## config.mk

```make
export PLATFORM = sky130hd
export DESIGN_NAME = cdio_board
export DESIGN_NICKNAME = d
export VERILOG_FILES = /design/src/hdl/cdio_board.v
export VERILOG_INCLUDE_DIRS = /design/src /design/src/hdl
export SDC_FILE = /design/constraint.sdc
export NUM_CORES = 1
export LEC_CHECK = 0
export BUFFER_PORTS_ARGS = -buffer_cell sky130_fd_sc_hd__buf_2
export CORE_ASPECT_RATIO = 0.75
export CORE_UTILIZATION = 54
export DETAILED_ROUTE_END_ITERATION = 7
export PLACE_DENSITY = 0.8
export SLEW_MARGIN = 15
export SYNTH_ARGS = -nofsm -noshare
export SYNTH_HDL_FRONTEND = slang
export SYNTH_SLANG_ARGS = --single-unit
```

## constraint.sdc

```tcl
create_clock -name aclk -period 2.59 [get_ports aclk]
set_input_delay 0.1295 -clock aclk [delete_from_list [all_inputs] [get_ports aclk]]
set_output_delay 0.1295 -clock aclk [all_outputs]
set_load 0.005 [all_outputs]
```

## src/hdl/cdio_defines.vh

```
/*
 * constants for the digital i/o board core: register byte offsets,
 * field positions, reset values and timing figures.
 * assumes inclusion by bare name from the design file.
 */
`ifndef CDIO_DEFINES_VH
`define CDIO_DEFINES_VH
// register byte offsets
`define CDIO_CTRL_ADDR     8'h00
`define CDIO_RESP_ADDR     8'h04
`define CDIO_IRQ_STAT_ADDR 8'h08
`define CDIO_IRQ_CLR_ADDR  8'h0c
`define CDIO_IRQ_EN_ADDR   8'h10
`define CDIO_STATE_ADDR    8'h14
`define CDIO_MTX_LO_ADDR   8'h18
`define CDIO_MTX_HI_ADDR   8'h1c
`define CDIO_DISP_ADDR     8'h20
`define CDIO_HWR_ADDR      8'h24
`define CDIO_HRD_ADDR      8'h28
`define CDIO_LAT_BASE      8'h30
`define CDIO_LAT_LAST      8'h40
// control fields
`define CDIO_CTRL_DEC_EN   0
`define CDIO_CTRL_LAT_CLR  1
`define CDIO_CTRL_INHIBIT  2
`define CDIO_CTRL_CNT_LO   3
`define CDIO_CTRL_CNT_HI   4
`define CDIO_CTRL_RESET    32'h0000_001b
// event bits
`define CDIO_EV_OVLD       0
`define CDIO_EV_ACK_DONE   1
`define CDIO_EV_HOST_WR    2
`define CDIO_EV_MATRIX     3
`define CDIO_NUM_EV        4
`define CDIO_NUM_LATCH     5
// axi responses
`define CDIO_RESP_OKAY     2'b00
`define CDIO_RESP_SLVERR   2'b10
// activity monitor timeout
`define CDIO_CLK_NS        10
`define CDIO_ACT_TIMEOUT_NS 10000000
`define CDIO_ACT_CYCLES    (`CDIO_ACT_TIMEOUT_NS / `CDIO_CLK_NS)
`endif

```

## src/hdl/cdio_board.v

```verilog
/*
 * digital i/o board core: host transceiver with board address match,
 * eight-input overload interrupt collector, scan counter and decoder,
 * display nibbles, five latches of eight open-collector drivers, activity monitor,
 * and an axi4-lite register slave with an interrupt output.
 * assumes host pins on or synced to aclk; overload/matrix inputs pass through synchronisers here.
 */
// Decided for this implementation: the register offsets and the AXI4-Lite register port.
`timescale 1ns/1ps
`default_nettype none
`include "cdio_defines.vh"
module cdio_board #(
   parameter ACT_CYCLES = `CDIO_ACT_CYCLES
) (
   input  wire        aclk,                 // 100 mhz clock
   input  wire        aresetn,              // sync reset, low
   input  wire        clk_en,               // freezes all state when low
   input  wire [7:0]  s_axi_awaddr,         // write address
   input  wire        s_axi_awvalid,        // write address valid
   output reg         s_axi_awready,        // write address ready
   input  wire [31:0] s_axi_wdata,          // write data
   input  wire [3:0]  s_axi_wstrb,          // write strobes
   input  wire        s_axi_wvalid,         // write data valid
   output reg         s_axi_wready,         // write data ready
   output reg  [1:0]  s_axi_bresp,          // write response
   output reg         s_axi_bvalid,         // write response valid
   input  wire        s_axi_bready,         // write response ready
   input  wire [7:0]  s_axi_araddr,         // read address
   input  wire        s_axi_arvalid,        // read address valid
   output reg         s_axi_arready,        // read address ready
   output reg  [31:0] s_axi_rdata,          // read data
   output reg  [1:0]  s_axi_rresp,          // read response
   output reg         s_axi_rvalid,         // read data valid
   input  wire        s_axi_rready,         // read data ready
   output reg         irq,                  // level interrupt, high
   input  wire [3:0]  host_addr,            // host address bits
   input  wire [3:0]  board_id_jumpers,     // jumper board identity
   input  wire        transfer_direction,   // 1 host->board, 0 board->host
   input  wire        irq_acknowledge_n,    // host acknowledge, low
   input  wire        host_wr_n,            // host write strobe, low
   input  wire        host_rd_n,            // host read strobe, low
   input  wire [7:0]  host_data_i,          // host data bus in
   output reg  [7:0]  host_data_o,          // host data bus out
   output reg  [7:0]  host_data_oe_n,       // low while driving host bus
   output reg         transceiver_enable_n, // low when board selected
   output reg         service_request_n,    // low while overload pending
   input  wire [7:0]  overload_request_n,   // async overload requests
   output reg  [3:0]  scan_select_lines,    // free-running scan count
   output reg  [7:0]  scan_lines_n,         // decoded scan lines, low
   input  wire [7:0]  matrix_return_lines,  // async matrix returns
   output reg  [3:0]  display_nibble_a,     // display nibble a
   output reg  [3:0]  display_nibble_b,     // display nibble b
   output reg  [4:0]  latch_strobe_n,       // latch strobes, low
   output reg  [39:0] driver_oe_n,          // open-collector pulls, low=on
   output reg         activity_indicator    // board activity led
);
   // address receiver enables are wired low on the board
   localparam ADDR_RX_ENABLE_ONE_N = 1'b0;
   localparam ADDR_RX_ENABLE_TWO_N = 1'b0;
   localparam [23:0] ACT_LOAD = ACT_CYCLES;
   reg [31:0] ctrl_q, resp_q, w_data_q;
   reg [`CDIO_NUM_EV-1:0] ev_stat_q, ev_en_q, ev_set;
   reg [7:0]  hwr_q, hrd_q, pend_q, aw_addr_q;
   reg [7:0]  lat_src_q [0:`CDIO_NUM_LATCH-1];
   reg [7:0]  disp_q [0:15];
   reg [7:0]  mtx_q [0:7];
   reg [7:0]  ovl_s1_q, ovl_s2_q, ovl_s3_q, ret_s1_q, ret_s2_q;
   reg [3:0]  cnt_q, w_strb_q;
   reg [2:0]  idx_p1_q, idx_p2_q;
   reg [1:0]  ack_idx_q;
   reg        irq_acknowledge_n_prev_q, wr_prev_q, aw_got_q, w_got_q;
   reg [23:0] act_cnt_q;
   integer    i;
   // address path; receiver always passes since both enables are low
   wire [3:0] addr_rx = (ADDR_RX_ENABLE_ONE_N | ADDR_RX_ENABLE_TWO_N)
                        ? 4'h0 : host_addr;
   wire       match   = (addr_rx == board_id_jumpers);
   wire       sel     = ~transceiver_enable_n;
   wire       irq_acknowledge_n_fall = sel & irq_acknowledge_n_prev_q & ~irq_acknowledge_n;
   wire       wr_fall   = sel & transfer_direction & wr_prev_q & ~host_wr_n;
   wire       rd_act    = sel & ~transfer_direction & ~host_rd_n;
   wire [3:0] cnt_d     = cnt_q + 4'h1;
   wire [1:0] resp_last = ctrl_q[`CDIO_CTRL_CNT_HI:`CDIO_CTRL_CNT_LO];
   wire [7:0] ovl_fall  = ovl_s3_q & ~ovl_s2_q;
   wire [7:0] resp_byte = resp_q[ack_idx_q*8 +: 8];
   wire       do_wr     = aw_got_q & w_got_q & ~s_axi_bvalid;
   wire       trig      = wr_fall | rd_act | irq_acknowledge_n_fall;

   // axi write: address and data taken in either order, answer after both
   always @(posedge aclk) begin
      if (!aresetn) begin
         s_axi_awready <= 1'b0;
         s_axi_wready  <= 1'b0;
         s_axi_bvalid  <= 1'b0;
         s_axi_bresp   <= `CDIO_RESP_OKAY;
         aw_got_q      <= 1'b0;
         w_got_q       <= 1'b0;
         aw_addr_q     <= 8'h00;
         w_data_q      <= 32'h0000_0000;
         w_strb_q      <= 4'h0;
      end else if (clk_en) begin
         s_axi_awready <= ~aw_got_q & ~s_axi_awready & s_axi_awvalid;
         s_axi_wready  <= ~w_got_q & ~s_axi_wready & s_axi_wvalid;
         if (s_axi_awvalid && s_axi_awready) begin
            aw_got_q  <= 1'b1;
            aw_addr_q <= s_axi_awaddr;
         end
         if (s_axi_wvalid && s_axi_wready) begin
            w_got_q  <= 1'b1;
            w_data_q <= s_axi_wdata;
            w_strb_q <= s_axi_wstrb;
         end
         if (do_wr) begin
            s_axi_bvalid <= 1'b1;
            s_axi_bresp  <= (aw_addr_q <= `CDIO_LAT_LAST && aw_addr_q[1:0] == 2'b00)
                            ? `CDIO_RESP_OKAY : `CDIO_RESP_SLVERR;
         end else if (s_axi_bvalid && s_axi_bready) begin
            s_axi_bvalid <= 1'b0;
            aw_got_q     <= 1'b0;
            w_got_q      <= 1'b0;
         end
      end
   end

   // register writes; low byte lane governs byte-wide fields
   always @(posedge aclk) begin
      if (!aresetn) begin
         ctrl_q  <= `CDIO_CTRL_RESET;
         resp_q  <= 32'h0000_0000;
         ev_en_q <= {`CDIO_NUM_EV{1'b0}};
         hrd_q   <= 8'h00;
         for (i = 0; i < `CDIO_NUM_LATCH; i = i + 1)
            lat_src_q[i] <= 8'h00;
      end else if (clk_en && do_wr) begin
         if (aw_addr_q == `CDIO_CTRL_ADDR && w_strb_q[0]) begin
            ctrl_q <= {27'h0, w_data_q[4:0]};
         end else if (aw_addr_q == `CDIO_RESP_ADDR) begin
            for (i = 0; i < 4; i = i + 1)
               if (w_strb_q[i]) resp_q[i*8 +: 8] <= w_data_q[i*8 +: 8];
         end else if (aw_addr_q == `CDIO_IRQ_EN_ADDR && w_strb_q[0]) begin
            ev_en_q <= w_data_q[`CDIO_NUM_EV-1:0];
         end else if (aw_addr_q == `CDIO_HRD_ADDR && w_strb_q[0]) begin
            hrd_q <= w_data_q[7:0];
         end else if (aw_addr_q >= `CDIO_LAT_BASE && aw_addr_q <= `CDIO_LAT_LAST
                      && w_strb_q[0]) begin
            lat_src_q[aw_addr_q[4:2] - 3'h4] <= w_data_q[7:0];
         end
      end
   end

   // display memory: index in bits 3:0, byte in 15:8
   always @(posedge aclk) begin
      if (clk_en && do_wr && aw_addr_q == `CDIO_DISP_ADDR && w_strb_q[1])
         disp_q[w_data_q[3:0]] <= w_data_q[15:8];
   end

   // axi read, one cycle after the address is taken
   always @(posedge aclk) begin
      if (!aresetn) begin
         s_axi_arready <= 1'b0;
         s_axi_rvalid  <= 1'b0;
         s_axi_rdata   <= 32'h0000_0000;
         s_axi_rresp   <= `CDIO_RESP_OKAY;
      end else if (clk_en) begin
         s_axi_arready <= ~s_axi_rvalid & ~s_axi_arready & s_axi_arvalid;
         if (s_axi_arvalid && s_axi_arready) begin
            s_axi_rvalid <= 1'b1;
            s_axi_rresp  <= `CDIO_RESP_OKAY;
            s_axi_rdata  <= 32'h0000_0000;
            if (s_axi_araddr == `CDIO_CTRL_ADDR)
               s_axi_rdata <= ctrl_q;
            else if (s_axi_araddr == `CDIO_RESP_ADDR)
               s_axi_rdata <= resp_q;
            else if (s_axi_araddr == `CDIO_IRQ_STAT_ADDR)
               s_axi_rdata <= {28'h0, ev_stat_q};
            else if (s_axi_araddr == `CDIO_IRQ_CLR_ADDR || s_axi_araddr == `CDIO_DISP_ADDR)
               s_axi_rdata <= 32'h0000_0000;                  // write-only, reads zero
            else if (s_axi_araddr == `CDIO_IRQ_EN_ADDR)
               s_axi_rdata <= {28'h0, ev_en_q};
            else if (s_axi_araddr == `CDIO_STATE_ADDR)
               s_axi_rdata <= {19'h0, activity_indicator, cnt_q, pend_q};
            else if (s_axi_araddr == `CDIO_MTX_LO_ADDR)
               s_axi_rdata <= {mtx_q[3], mtx_q[2], mtx_q[1], mtx_q[0]};
            else if (s_axi_araddr == `CDIO_MTX_HI_ADDR)
               s_axi_rdata <= {mtx_q[7], mtx_q[6], mtx_q[5], mtx_q[4]};
            else if (s_axi_araddr == `CDIO_HWR_ADDR)
               s_axi_rdata <= {24'h0, hwr_q};
            else if (s_axi_araddr == `CDIO_HRD_ADDR)
               s_axi_rdata <= {24'h0, hrd_q};
            else if (s_axi_araddr >= `CDIO_LAT_BASE && s_axi_araddr <= `CDIO_LAT_LAST
                     && s_axi_araddr[1:0] == 2'b00)
               s_axi_rdata <= {24'h0, lat_src_q[s_axi_araddr[4:2] - 3'h4]};
            else
               s_axi_rresp <= `CDIO_RESP_SLVERR;
         end else if (s_axi_rvalid && s_axi_rready) begin
            s_axi_rvalid <= 1'b0;
         end
      end
   end

   // interrupt status: hardware set wins over a same-cycle clear
   always @(posedge aclk) begin
      if (!aresetn) begin
         ev_stat_q <= {`CDIO_NUM_EV{1'b0}};
         irq       <= 1'b0;
      end else if (clk_en) begin
         if (do_wr && aw_addr_q == `CDIO_IRQ_CLR_ADDR && w_strb_q[0])
            ev_stat_q <= (ev_stat_q & ~w_data_q[`CDIO_NUM_EV-1:0]) | ev_set;
         else
            ev_stat_q <= ev_stat_q | ev_set;
         irq <= |((ev_stat_q | ev_set) & ev_en_q);
      end
   end

   // two-flop synchronisers; a third stage only feeds edge detection
   always @(posedge aclk) begin
      if (!aresetn) begin
         ovl_s1_q <= 8'hff;
         ovl_s2_q <= 8'hff;
         ovl_s3_q <= 8'hff;
         ret_s1_q <= 8'hff;
         ret_s2_q <= 8'hff;
      end else if (clk_en) begin
         ovl_s1_q <= overload_request_n;
         ovl_s2_q <= ovl_s1_q;
         ovl_s3_q <= ovl_s2_q;
         ret_s1_q <= matrix_return_lines;
         ret_s2_q <= ret_s1_q;
      end
   end

   // host transceiver, acknowledge sequencer and interrupt collector
   always @(posedge aclk) begin
      if (!aresetn) begin
         transceiver_enable_n <= 1'b1;
         host_data_o          <= 8'h00;
         host_data_oe_n       <= 8'hff;
         service_request_n    <= 1'b1;
         pend_q               <= 8'h00;
         ack_idx_q            <= 2'b00;
         irq_acknowledge_n_prev_q          <= 1'b1;
         wr_prev_q            <= 1'b1;
         hwr_q                <= 8'h00;
      end else if (clk_en) begin
         transceiver_enable_n <= ~match;
         irq_acknowledge_n_prev_q <= irq_acknowledge_n;
         wr_prev_q   <= host_wr_n;
         // host write lands only when enabled and pointing inward
         if (wr_fall)
            hwr_q <= host_data_i;
         // drive out only when selected, outward, and a strobe asks
         if (sel && !transfer_direction && !irq_acknowledge_n) begin
            host_data_oe_n <= 8'h00;
            if (irq_acknowledge_n_fall)
               host_data_o <= resp_byte;
         end else if (rd_act) begin
            host_data_oe_n <= 8'h00;
            host_data_o    <= hrd_q;
         end else begin
            host_data_oe_n <= 8'hff;
         end
         // step through programmed bytes; last one retires the requests
         if (irq_acknowledge_n_fall) begin
            if (ack_idx_q == resp_last) begin
               ack_idx_q <= 2'b00;
               pend_q    <= ovl_fall;
            end else begin
               ack_idx_q <= ack_idx_q + 2'b01;
               pend_q    <= pend_q | ovl_fall;
            end
         end else begin
            pend_q <= pend_q | ovl_fall;
         end
         service_request_n <= ~|(pend_q | ovl_fall);
      end
   end

   // event sources for the status register
   always @* begin
      ev_set = {`CDIO_NUM_EV{1'b0}};
      ev_set[`CDIO_EV_OVLD]     = |ovl_fall;
      ev_set[`CDIO_EV_ACK_DONE] = irq_acknowledge_n_fall & (ack_idx_q == resp_last);
      ev_set[`CDIO_EV_HOST_WR]  = wr_fall;
      ev_set[`CDIO_EV_MATRIX]   = (mtx_q[idx_p2_q] != ~ret_s2_q);
   end

   // scan counter, decoder, display nibbles and latch strobes
   always @(posedge aclk) begin
      if (!aresetn) begin
         cnt_q             <= 4'h0;
         scan_select_lines <= 4'h0;
         scan_lines_n      <= 8'hff;
         display_nibble_a  <= 4'h0;
         display_nibble_b  <= 4'h0;
         latch_strobe_n    <= 5'h1f;
         idx_p1_q          <= 3'h0;
         idx_p2_q          <= 3'h0;
      end else if (clk_en) begin
         cnt_q             <= cnt_d;
         scan_select_lines <= cnt_d;
         scan_lines_n      <= ctrl_q[`CDIO_CTRL_DEC_EN]
                              ? ~(8'h01 << cnt_d[2:0]) : 8'hff;
         display_nibble_a  <= disp_q[cnt_d][3:0];
         display_nibble_b  <= disp_q[cnt_d][7:4];
         for (i = 0; i < `CDIO_NUM_LATCH; i = i + 1)
            latch_strobe_n[i] <= (cnt_d != i);
         // index follows the returns through the synchroniser delay
         idx_p1_q <= scan_select_lines[2:0];
         idx_p2_q <= idx_p1_q;
      end
   end

   // matrix image, one bit set per closed point (return line low)
   always @(posedge aclk) begin
      if (!aresetn) begin
         for (i = 0; i < 8; i = i + 1)
            mtx_q[i] <= 8'h00;
      end else if (clk_en && ctrl_q[`CDIO_CTRL_DEC_EN]) begin
         mtx_q[idx_p2_q] <= ~ret_s2_q;
      end
   end

   // latched drivers capture on the strobe's falling edge, clear high
   always @(posedge aclk) begin
      if (!aresetn) begin
         driver_oe_n <= {40{1'b1}};
      end else if (clk_en) begin
         for (i = 0; i < `CDIO_NUM_LATCH; i = i + 1)
            if (latch_strobe_n[i] && cnt_d == i && ctrl_q[`CDIO_CTRL_LAT_CLR])
               driver_oe_n[i*8 +: 8] <= ~lat_src_q[i];
            else if (!ctrl_q[`CDIO_CTRL_LAT_CLR])
               driver_oe_n[i*8 +: 8] <= 8'hff;
      end
   end

   // retriggerable monitor; a wide counter keeps the led steady between pulses
   always @(posedge aclk) begin
      if (!aresetn) begin
         act_cnt_q          <= 24'h000000;
         activity_indicator <= 1'b0;
      end else if (clk_en) begin
         if (trig && !ctrl_q[`CDIO_CTRL_INHIBIT])
            act_cnt_q <= ACT_LOAD;
         else if (act_cnt_q != 24'h000000)
            act_cnt_q <= act_cnt_q - 24'h000001;
         activity_indicator <= (trig && !ctrl_q[`CDIO_CTRL_INHIBIT])
                               || (act_cnt_q > 24'h000001);
      end
   end
endmodule // cdio_board
`default_nettype wire

```

==> results.md, run 1 <==
Run status:
- The run finished with clean final reports.

Synthesis:
- In this run, synthesis inferred 256 flip-flops with an integrated enable.
- The post-synthesis instance area is about 24000 um^2.
- Synthesis handed over a netlist of between 2000 and 2500 instances.
- After synthesis the netlist holds a flip-flop and latch count of roughly 570.
- In this run the mean area of a mapped cell was around 12 um^2.
- After synthesis, flip-flops and latches occupy a little under 60% of the total area.
- The most frequent cell after synthesis is nand2_1.
- In the synthesized netlist the async set-or-reset flop fraction comes to 0%.
- The commonest register cell after synthesis is dfxtp_1.
- Ranked by instance count, the synthesized netlist is headed by nand2_1 (361), dfxtp_1 (309), edfxtp_1 (256).
- The number of warnings printed during yosys synthesis is 0.
- Of the post-synthesis cell area, the dominant cell type holds 32.0%.
- Yosys attributes the largest share of cell area to edfxtp_1 (32%), dfxtp_1 (26%), mux4_2 (7.1%).
- The largest total area in the synthesized netlist belongs to edfxtp_1.
- The number of library cell types mapped by synthesis is 78.

STA:
- The relative slew slack is between 40% and 50%.
- Between clock sinks in the finished design, the worst skew comes to 0.0495 ns.
- Setup repair after global routing left no endpoint under its margin.
- The worst path in the final design needs a cycle of between 2 and 3 ns, including I/O delays and setup.
- Based on the critical path, the design can be clocked at up to between 0.3 and 0.4 GHz.
- Hold is met by 0.0199 ns.
- The pin slew with the least headroom to its limit is a little under 0.9 ns.
- The count of endpoints failing hold in the final timing report is 0.
- The number of pins with negative max-slew slack in the final report came to 0.
- The count of final setup violators is 0.
- The final critical path takes up 98.3% of the cycle.

Clock network:
- The maximum count of clock buffers along a single path is 3.
- TritonCTS created 54 clock buffers.
- The clock tree synthesis step divided the H-tree into 2 levels.
- The buffer type at the clock tree root is clkbuf_16.
- The clock drives between 500 and 600 sinks.
- TritonCTS built the clock tree.
- Clock latency on the worst-skew pair, taken at its later pin, is between 0.6 and 0.7 ns.
- Clock-pin slew was measured on the worst setup and hold paths at about 0.07 ns.

Floorplanning:
- The core area is around 44000 um^2.
- The row count is 66.
- The number of primary I/O pins is 222.
- The die outline width is ~250 um.
- The die covers approximately 45000 um^2.
- The chip height is ~180 um.
- The initial core utilization is between 50% and 60%.

Drt:
- Detailed routing inserted a total of ~19000 vias.
- The remaining number of nets flagged by the antenna check after routing is 0.
- The average wire per standard cell is between 20 and 25 um.
- The average via count per standard cell is 6.12.
- After detailed routing, the number of remaining DRC violations is 0.
- Before antenna repair, the detailed router went through 8 iterations.
- The violation count after the first detailed-routing iteration is 2743.
- For this block, the routed nets add up to between 70 and 80 mm of wire.

Setup path:
- The endpoint kind of the worst setup timing path is a flip-flop.
- The slowest stage of the critical path belongs to the cell or4_1.
- Along the worst path, the maximum fanout reaches 7.
- At the worst endpoint, the arrival time is just over 3 ns.
- The signal on the critical path passes through or4_1 > or4_4 > o311a_1 > nand4_1 > xor2_1 > a21boi_0.
- The worst setup path is launched from a flip-flop.
- At the worst endpoint, the required time is a little over 3 ns.
- The delay of the slowest cell on the worst path is ~0.60 ns.
- The kind of critical path is reg -> reg.

Final layout:
- The net count of the finished layout is about 2600.
- Once layout is done, the placed cells without fillers occupy about 29000 um^2.
- Of the cells placed in the final design, the portion with a size suffix greater than 1 is between 20% and 30%.
- Relative to the synthesized area, the layout overhead comes to 21.2%.

Pwr:
- In this run, the clock network consumes between 30% and 40% of the power.
- The worst voltage drop across the vdd grid is 0.575 mV.
- The power density over the cells is approximately 700 nW/um^2.
- The leakage power is between 10 and 15 nW.
- The analysis attributes to net switching a power of slightly above 5 mW.
- The internal power is 14.8 mW.
- Net switching is between 20 and 30% of the power.
- Sequential cells burn 49.5% of the power.
- Combinational logic burns roughly a tenth of the power.

Global routing:
- The number of antenna violations at the first check in global routing is 0.
- The via count of the first global-routing pass is between 15000 and 20000.
- The total grt overflow is 0.
- Entering global routing, the biggest net connects approximately 110 pins.
- The first global-routing pass estimated 111 mm of wire.
- Global routing consumed, over all layers together, 33.0% of the routing resources.

Flow run:
- The tool flagged a number of max-cap violations equal to 0.

Placed design:
- The post-DP HPWL is between 50 and 60 mm.
- Summing all placed instances gives a cell area of ~26000 um^2.
- Port buffering added ~220 buffers.
- The congestion estimate from routability-driven global placement came to around 1.

Hold path:
- The path class of the tightest hold or removal check is in -> reg.
-- sequential cells by signal, summed over array words and instances (netlist names), 24 cells and up, named ones only --
signal / cells
mtx_q: 64
resp_q: 32
s_axi_rdata: 32
driver_oe_n: 40
w_data_q: 32
lat_src_q: 64
disp_q: 128
act_cnt_q: 24
-- power groups by stage --
stage | clock network [mW] | registers [mW] | logic, mW
after floorplan | 0 | 9.89 | 1.32
after global placement | 0 | 9.97 | 1.84
after detailed placement | 0 | 9.98 | 1.91
after CTS | 7.89 | 9.80 | 2.05
after global routing | 8.27 | 9.83 | 2.24
final | 7.89 | 9.81 | 2.12
-- critical path: cells and delay by family, from the launching register on --
family          cells  cell delay (ns)
compound gates      2             0.54
flops               1             0.38
simple gates        3             1.31
xor+xnor            1             0.19
-- final timing paths --
| kind | startpoint | slack [ns] | cells after the start | to |
|---|---|---|---|---|
| setup reg to reg | act_cnt_q[10]$_SDFFE_PN0P_ | 0.05 | 6 | act_cnt_q[14]$_SDFFE_PN0P_ |
| hold / removal | clk_en | 0.02 | 4 | ovl_s2_q[3]$_SDFFE_PN1P_ |
| setup / recovery | act_cnt_q[10]$_SDFFE_PN0P_ | 0.05 | 6 | act_cnt_q[14]$_SDFFE_PN0P_ |
| hold reg to reg | hwr_q[6]$_SDFFE_PN0P_ | 0.46 | 2 | hwr_q[6]$_SDFFE_PN0P_ |
-- per-stage QoR --
step | setup TNS [ns] | instances | power [mW] | utilization, % | worst slack [ns]
6_report | 0 | 3078 | 19.8 | 66.7 | 0.0452
3_3_place_gp | 0 | 2880 | 11.8 | 60.6 | 0.159
2_1_floorplan | -2.53 | 2101 | 11.2 | - | -0.110
3_5_place_dp | 0 | 2880 | 11.9 | 60.6 | 0.109
4_1_cts | 0 | 3076 | 19.7 | 66.7 | 0.0459
5_1_grt | 0 | 3076 | 20.3 | 66.7 | 0.00489
-- cell usage in the layout (no fill, tap or decap), types with 42 or more instances in the layout --
cell           instances
dlygate4sd3_1         94
o21ai_0               62
mux4_2                76
a2bb2oi_1             42
dfxtp_1              308
mux2i_1              104
and2_1                76
clkbuf_16             55
buf_2                217
a21boi_0             100
nand2_1              361
nor2_1               147
edfxtp_1             256
buf_4                110
-- metal layers --
layer / global-route usage, % / share of wire [%] / vias to the layer above
met5: 0.871 / 0.067 / -
met1: 47.7 / 41 / 9189
li1: - / - / 8276
met3: 9.30 / 13 / 147
met2: 48.3 / 44 / 1208
met4: 9.27 / 2.6 / 2
-- area by class of cell --
cell class	count	area, um^2
tap	578	723
inverter	8	30.0
multi-input combinational	1390	9650
fill	3083	14500
sequential	565	13900
clock buffer	70	1460
antenna	2	5.00
timing repair buffer	433	3080
clock inverter	32	283
-- cell families (layout without fill, tap and decap cells) --
group	Yosys count	count (layout)	share of synthesized area [%]
buffers and inverters	146	543	2.56
AND/OR/NAND/NOR	783	783	15.3
AO/OA/AOI/OAI	343	343	10.6
other	1	28	0.0156
multiplexers	186	186	11.7
adder cells (fa/ha/maj)	7	7	0.365
flip-flops	565	565	57.8
XOR/XNOR	45	45	1.64
-- timing repair --
item	4_1_cts	5_1_grt
gates resized for setup	0	3
hold buffers	94	0
endpoints found under the setup margin	0	56
setup buffers	0	0
hold endpoints to repair	92	0
No activity file was read; power rests on OpenSTA's default activity.
==> run 2, diff against run 1 <==
--- a/config.mk
+++ b/config.mk
@@ -8,8 +8,10 @@
 export LEC_CHECK = 0
 export BUFFER_PORTS_ARGS = -buffer_cell sky130_fd_sc_hd__buf_2
 export CORE_ASPECT_RATIO = 0.75
+export CORE_MARGIN = 3
 export CORE_UTILIZATION = 54
 export DETAILED_ROUTE_END_ITERATION = 7
+export GPL_ROUTABILITY_DRIVEN = 0
 export PLACE_DENSITY = 0.8
 export SLEW_MARGIN = 15
 export SYNTH_ARGS = -nofsm -noshare
==> run 2 against run 1 <==
Against the previous run:
- the flow now finishes with violations (design-rule violations)
- critical path depth stayed put
- clock power is 1% lower
- via count down 0.31%
- cell area decreased by 0.99%
- first-iteration DRC count grew 3.2%
- sequential share of layout area increased by 0.48 points
- fmax is 2.2% higher
- core utilization is 0.66 points lower
- combinational power is 2% lower
- global-route usage decreased by 2.3 points
- critical path type unchanged
- largest cell class unchanged
- highest routed layer unchanged
==> results.md, run 2 (synthesis results as in run 1) <==
Final layout:
- The synthesis-to-finish area growth is 20.0% (was 21.2%).
- The antenna diode instance count is 0 (was 2).
- The count of nets after finishing came to 2527 (was 2555).
- Highest-count cells in the layout ignoring fill and taps: nand2_1 (361), dfxtp_1 (308), edfxtp_1 (256) (unchanged).
- The commonest non-fill, non-tap cell in the layout was nand2_1 (unchanged).
- The layout cell share with drive strength beyond 1 was 20.6% (was 21.0%).
- The number of flip-flops under the largest register name is 128 (unchanged).
- The number of standard cells in the layout, taps in and fillers out came to 3047 (was 3078).
- The share of the core filled with cells in the final layout is 66.1% (was 66.7%).

STA:
- The worst hold slack after final layout is 0.0179 ns (was 0.0199 ns).
- The relative slew slack is 38.5% (was 40.7%).
- The worst-case setup margin in the final layout is 0.101 ns (was 0.0452 ns).
- The count of final setup violators is 0 (unchanged).
- The post-route minimum period is 2.49 ns (was 2.54 ns).
- The ratio of final minimum period to clock period came to 96.1% (was 98.3%).
- RSZ-0062 raised after global routing: false (unchanged).
- The count of endpoints failing hold in the final timing report was 0 (unchanged).
- The maximum operating frequency is 0.402 GHz (was 0.393 GHz).
- The number of pins with negative max-slew slack in the final report is 0 (unchanged).
- The pin slew with the least headroom to its limit is 0.923 ns (was 0.883 ns).
- The maximum clock skew at final layout came to 0.0194 ns (was 0.0495 ns).

Pwr:
- The worst voltage drop across the vdd grid is 0.524 mV (was 0.575 mV).
- The power density over the cells is 683 nW/um^2 (was 681 nW/um^2).
- The total design power is 19.7 mW (was 19.8 mW).
- The leakage power was 10.3 nW (was 10.5 nW).

Drt:
- The total length of routed wires is 73.7 mm (was 75.9 mm).
- The first-pass iteration count of the detailed router is 8 (unchanged).
- The residual DRC count came to 14 (was 0).
- The total number of vias is 18763 (was 18822).
- The average wire per standard cell is 24.2 um (was 24.7 um).
- The average via count per standard cell came to 6.16 (was 6.12).
- The remaining number of nets flagged by the antenna check after routing is 0 (unchanged).
- The violation count after the first detailed-routing iteration is 2831 (was 2743).

Floorplanning:
- The die area came to 47100 um^2 (was 45300 um^2).
- The core area was 43600 um^2 (unchanged).
- The number of primary I/O pins is 222 (unchanged).
- The chip height is 189 um (was 185 um).
- The initial core utilization was 55.1% (unchanged).
- The row count is 66 (unchanged).
- The die outline width came to 250 um (was 246 um).

Placed design:
- The number of I/O port buffers came to 219 (unchanged).
- The post-DP HPWL is 51.1 mm (was 52.5 mm).
- The total placed cells including tap cells is 2866 (was 2880).
- The placement-stage worst setup slack came to -0.0144 ns (was 0.109 ns).

Setup path:
- The worst endpoint data arrival time is 2.95 ns (was 3.04 ns).
- The element type at the critical path start is a flip-flop (unchanged).
- The required time at the endpoint of the critical path was 3.05 ns (was 3.08 ns).
- The delay of the slowest cell on the worst path is 0.59 ns (was 0.60 ns).
- The top cell family by delay on the critical path is simple AND/OR/NAND/NOR gates (unchanged).
- The cell with the biggest individual delay on the critical path is or4_1 (unchanged).
- The largest driver fanout on the critical path is 11 (was 7).
- The kind of critical path is reg -> reg (unchanged).
- The launch instance of the worst register-to-register path is act_cnt_q[10]$_SDFFE_PN0P_ (unchanged).
- The sum of buffers and inverters on the critical path was 0 (unchanged).
- The startpoint of the most critical setup path is act_cnt_q[10]$_SDFFE_PN0P_ (unchanged).
- The endpoint kind of the worst setup timing path is a flip-flop (unchanged).
- Ordered cell list for the critical path: or4_1 > or4_4 > o31a_4 > nand4_1 > xor2_1 > nor2_1 (was or4_1 > or4_4 > o311a_1 > nand4_1 > xor2_1 > a21boi_0).

Clock network:
- The CTS sink count is 565 (unchanged).
- The clock transition time at the flip-flop clock pins of the worst setup and hold paths was 0.07 ns (about the same).
- The clock latency on the worst-skew pair is 0.60 ns (was 0.61 ns).
- The CTS buffer count came to 53 (was 54).
- The CTS tree is yes (unchanged).
- The total number of H-tree levels came to 2 (unchanged).
- The buffer type at the clock tree root is clkbuf_16 (unchanged).
- The maximum count of clock buffers along a single path came to 3 (unchanged).

Global routing:
- The met1 track demand over resource is 44.2% (was 47.7%).
- The total grt overflow is 0 (unchanged).
- The wire length of the first global-routing pass is 111 mm (about the same).
- The met3 global-route usage is 10.1% (was 9.30%).
- The via count of the first global-routing pass was 18076 (was 17744).
- The largest net degree at the start of global routing is 172 (was 107).
- The busiest layer in global routing was met2 (unchanged).
- The number of antenna violations at the first check in global routing is 4 (was 0).
- The overall global routing resource usage came to 30.7% (was 33.0%).
- The global-route track usage on met2 is 44.6% (was 48.3%).

Hold path:
- The origin of the worst min-delay path is s_axi_arvalid (was clk_en).
- The class of the most critical hold timing path is in -> reg (unchanged).

Run status:
- The final reports fail on design-rule violations.
- Status: finished with violations (was finished clean).

Flow run:
- The number of max-capacitance violations reported is 0 (unchanged).
-- run 2: report_power, final --
| group | switching (mW) | internal [mW] | total [mW] |
|---|---|---|---|
| combinational | 1.18 | 0.904 | 2.08 |
| sequential | 0.262 | 9.55 | 9.81 |
| clock | 3.42 | 4.36 | 7.78 |
-- run 2: repair_timing --
action	4_1_cts	5_1_grt
endpoints found under the setup margin	20	61
buffers inserted	0	0
resized for setup	3	8
cloned	0	0
endpoints found under the hold margin	77	0
hold buffers	81	0
-- run 2: per-layer routing --
| layer | part of all wire, % | up-vias |
|---|---|---|
| met1 | 40 | 9030 |
| li1 | - | 8219 |
| met2 | 42 | 1324 |
| met3 | 14 | 186 |
| met4 | 3.1 | 4 |
| met5 | 0.043 | - |
-- run 2: stage by stage --
step,instance area (um^2),TNS (ns)
floorplan,24100,-2.53
global placement,26200,0
detailed placement,26200,-0.114
CTS,28800,0
global route,28800,0
finish,28800,0
-- run 2: layout make-up --
type,instances,area [um^2]
Clock inverter,30,278
Multi-Input combinational cell,1390,9680
Sequential cell,565,13900
Clock buffer,70,1450
Fill cell,3155,14800
Tap cell,578,723
Inverter,8,30.0
Timing Repair Buffer,406,2780
-- run 2: final timing paths --
kind	endpoint	slack, ns	depth (start not counted)
worst max-delay path	act_cnt_q[23]$_SDFFE_PN0P_	0.10	6
worst min-delay path	s_axi_arready$_SDFFE_PN0P_	0.02	3
worst max register to register	act_cnt_q[23]$_SDFFE_PN0P_	0.10	6
worst min register to register	driver_oe_n[20]$_SDFFE_PN1P_	0.46	1
-- run 2: worst register-to-register path, delay by kind of cell, from the launching register on --
kind | cells | cell delay [ns]
AND/OR/NAND/NOR | 4 | 1.37
AO/OA/AOI/OAI | 1 | 0.43
flip-flops | 1 | 0.37
XOR/XNOR | 1 | 0.19
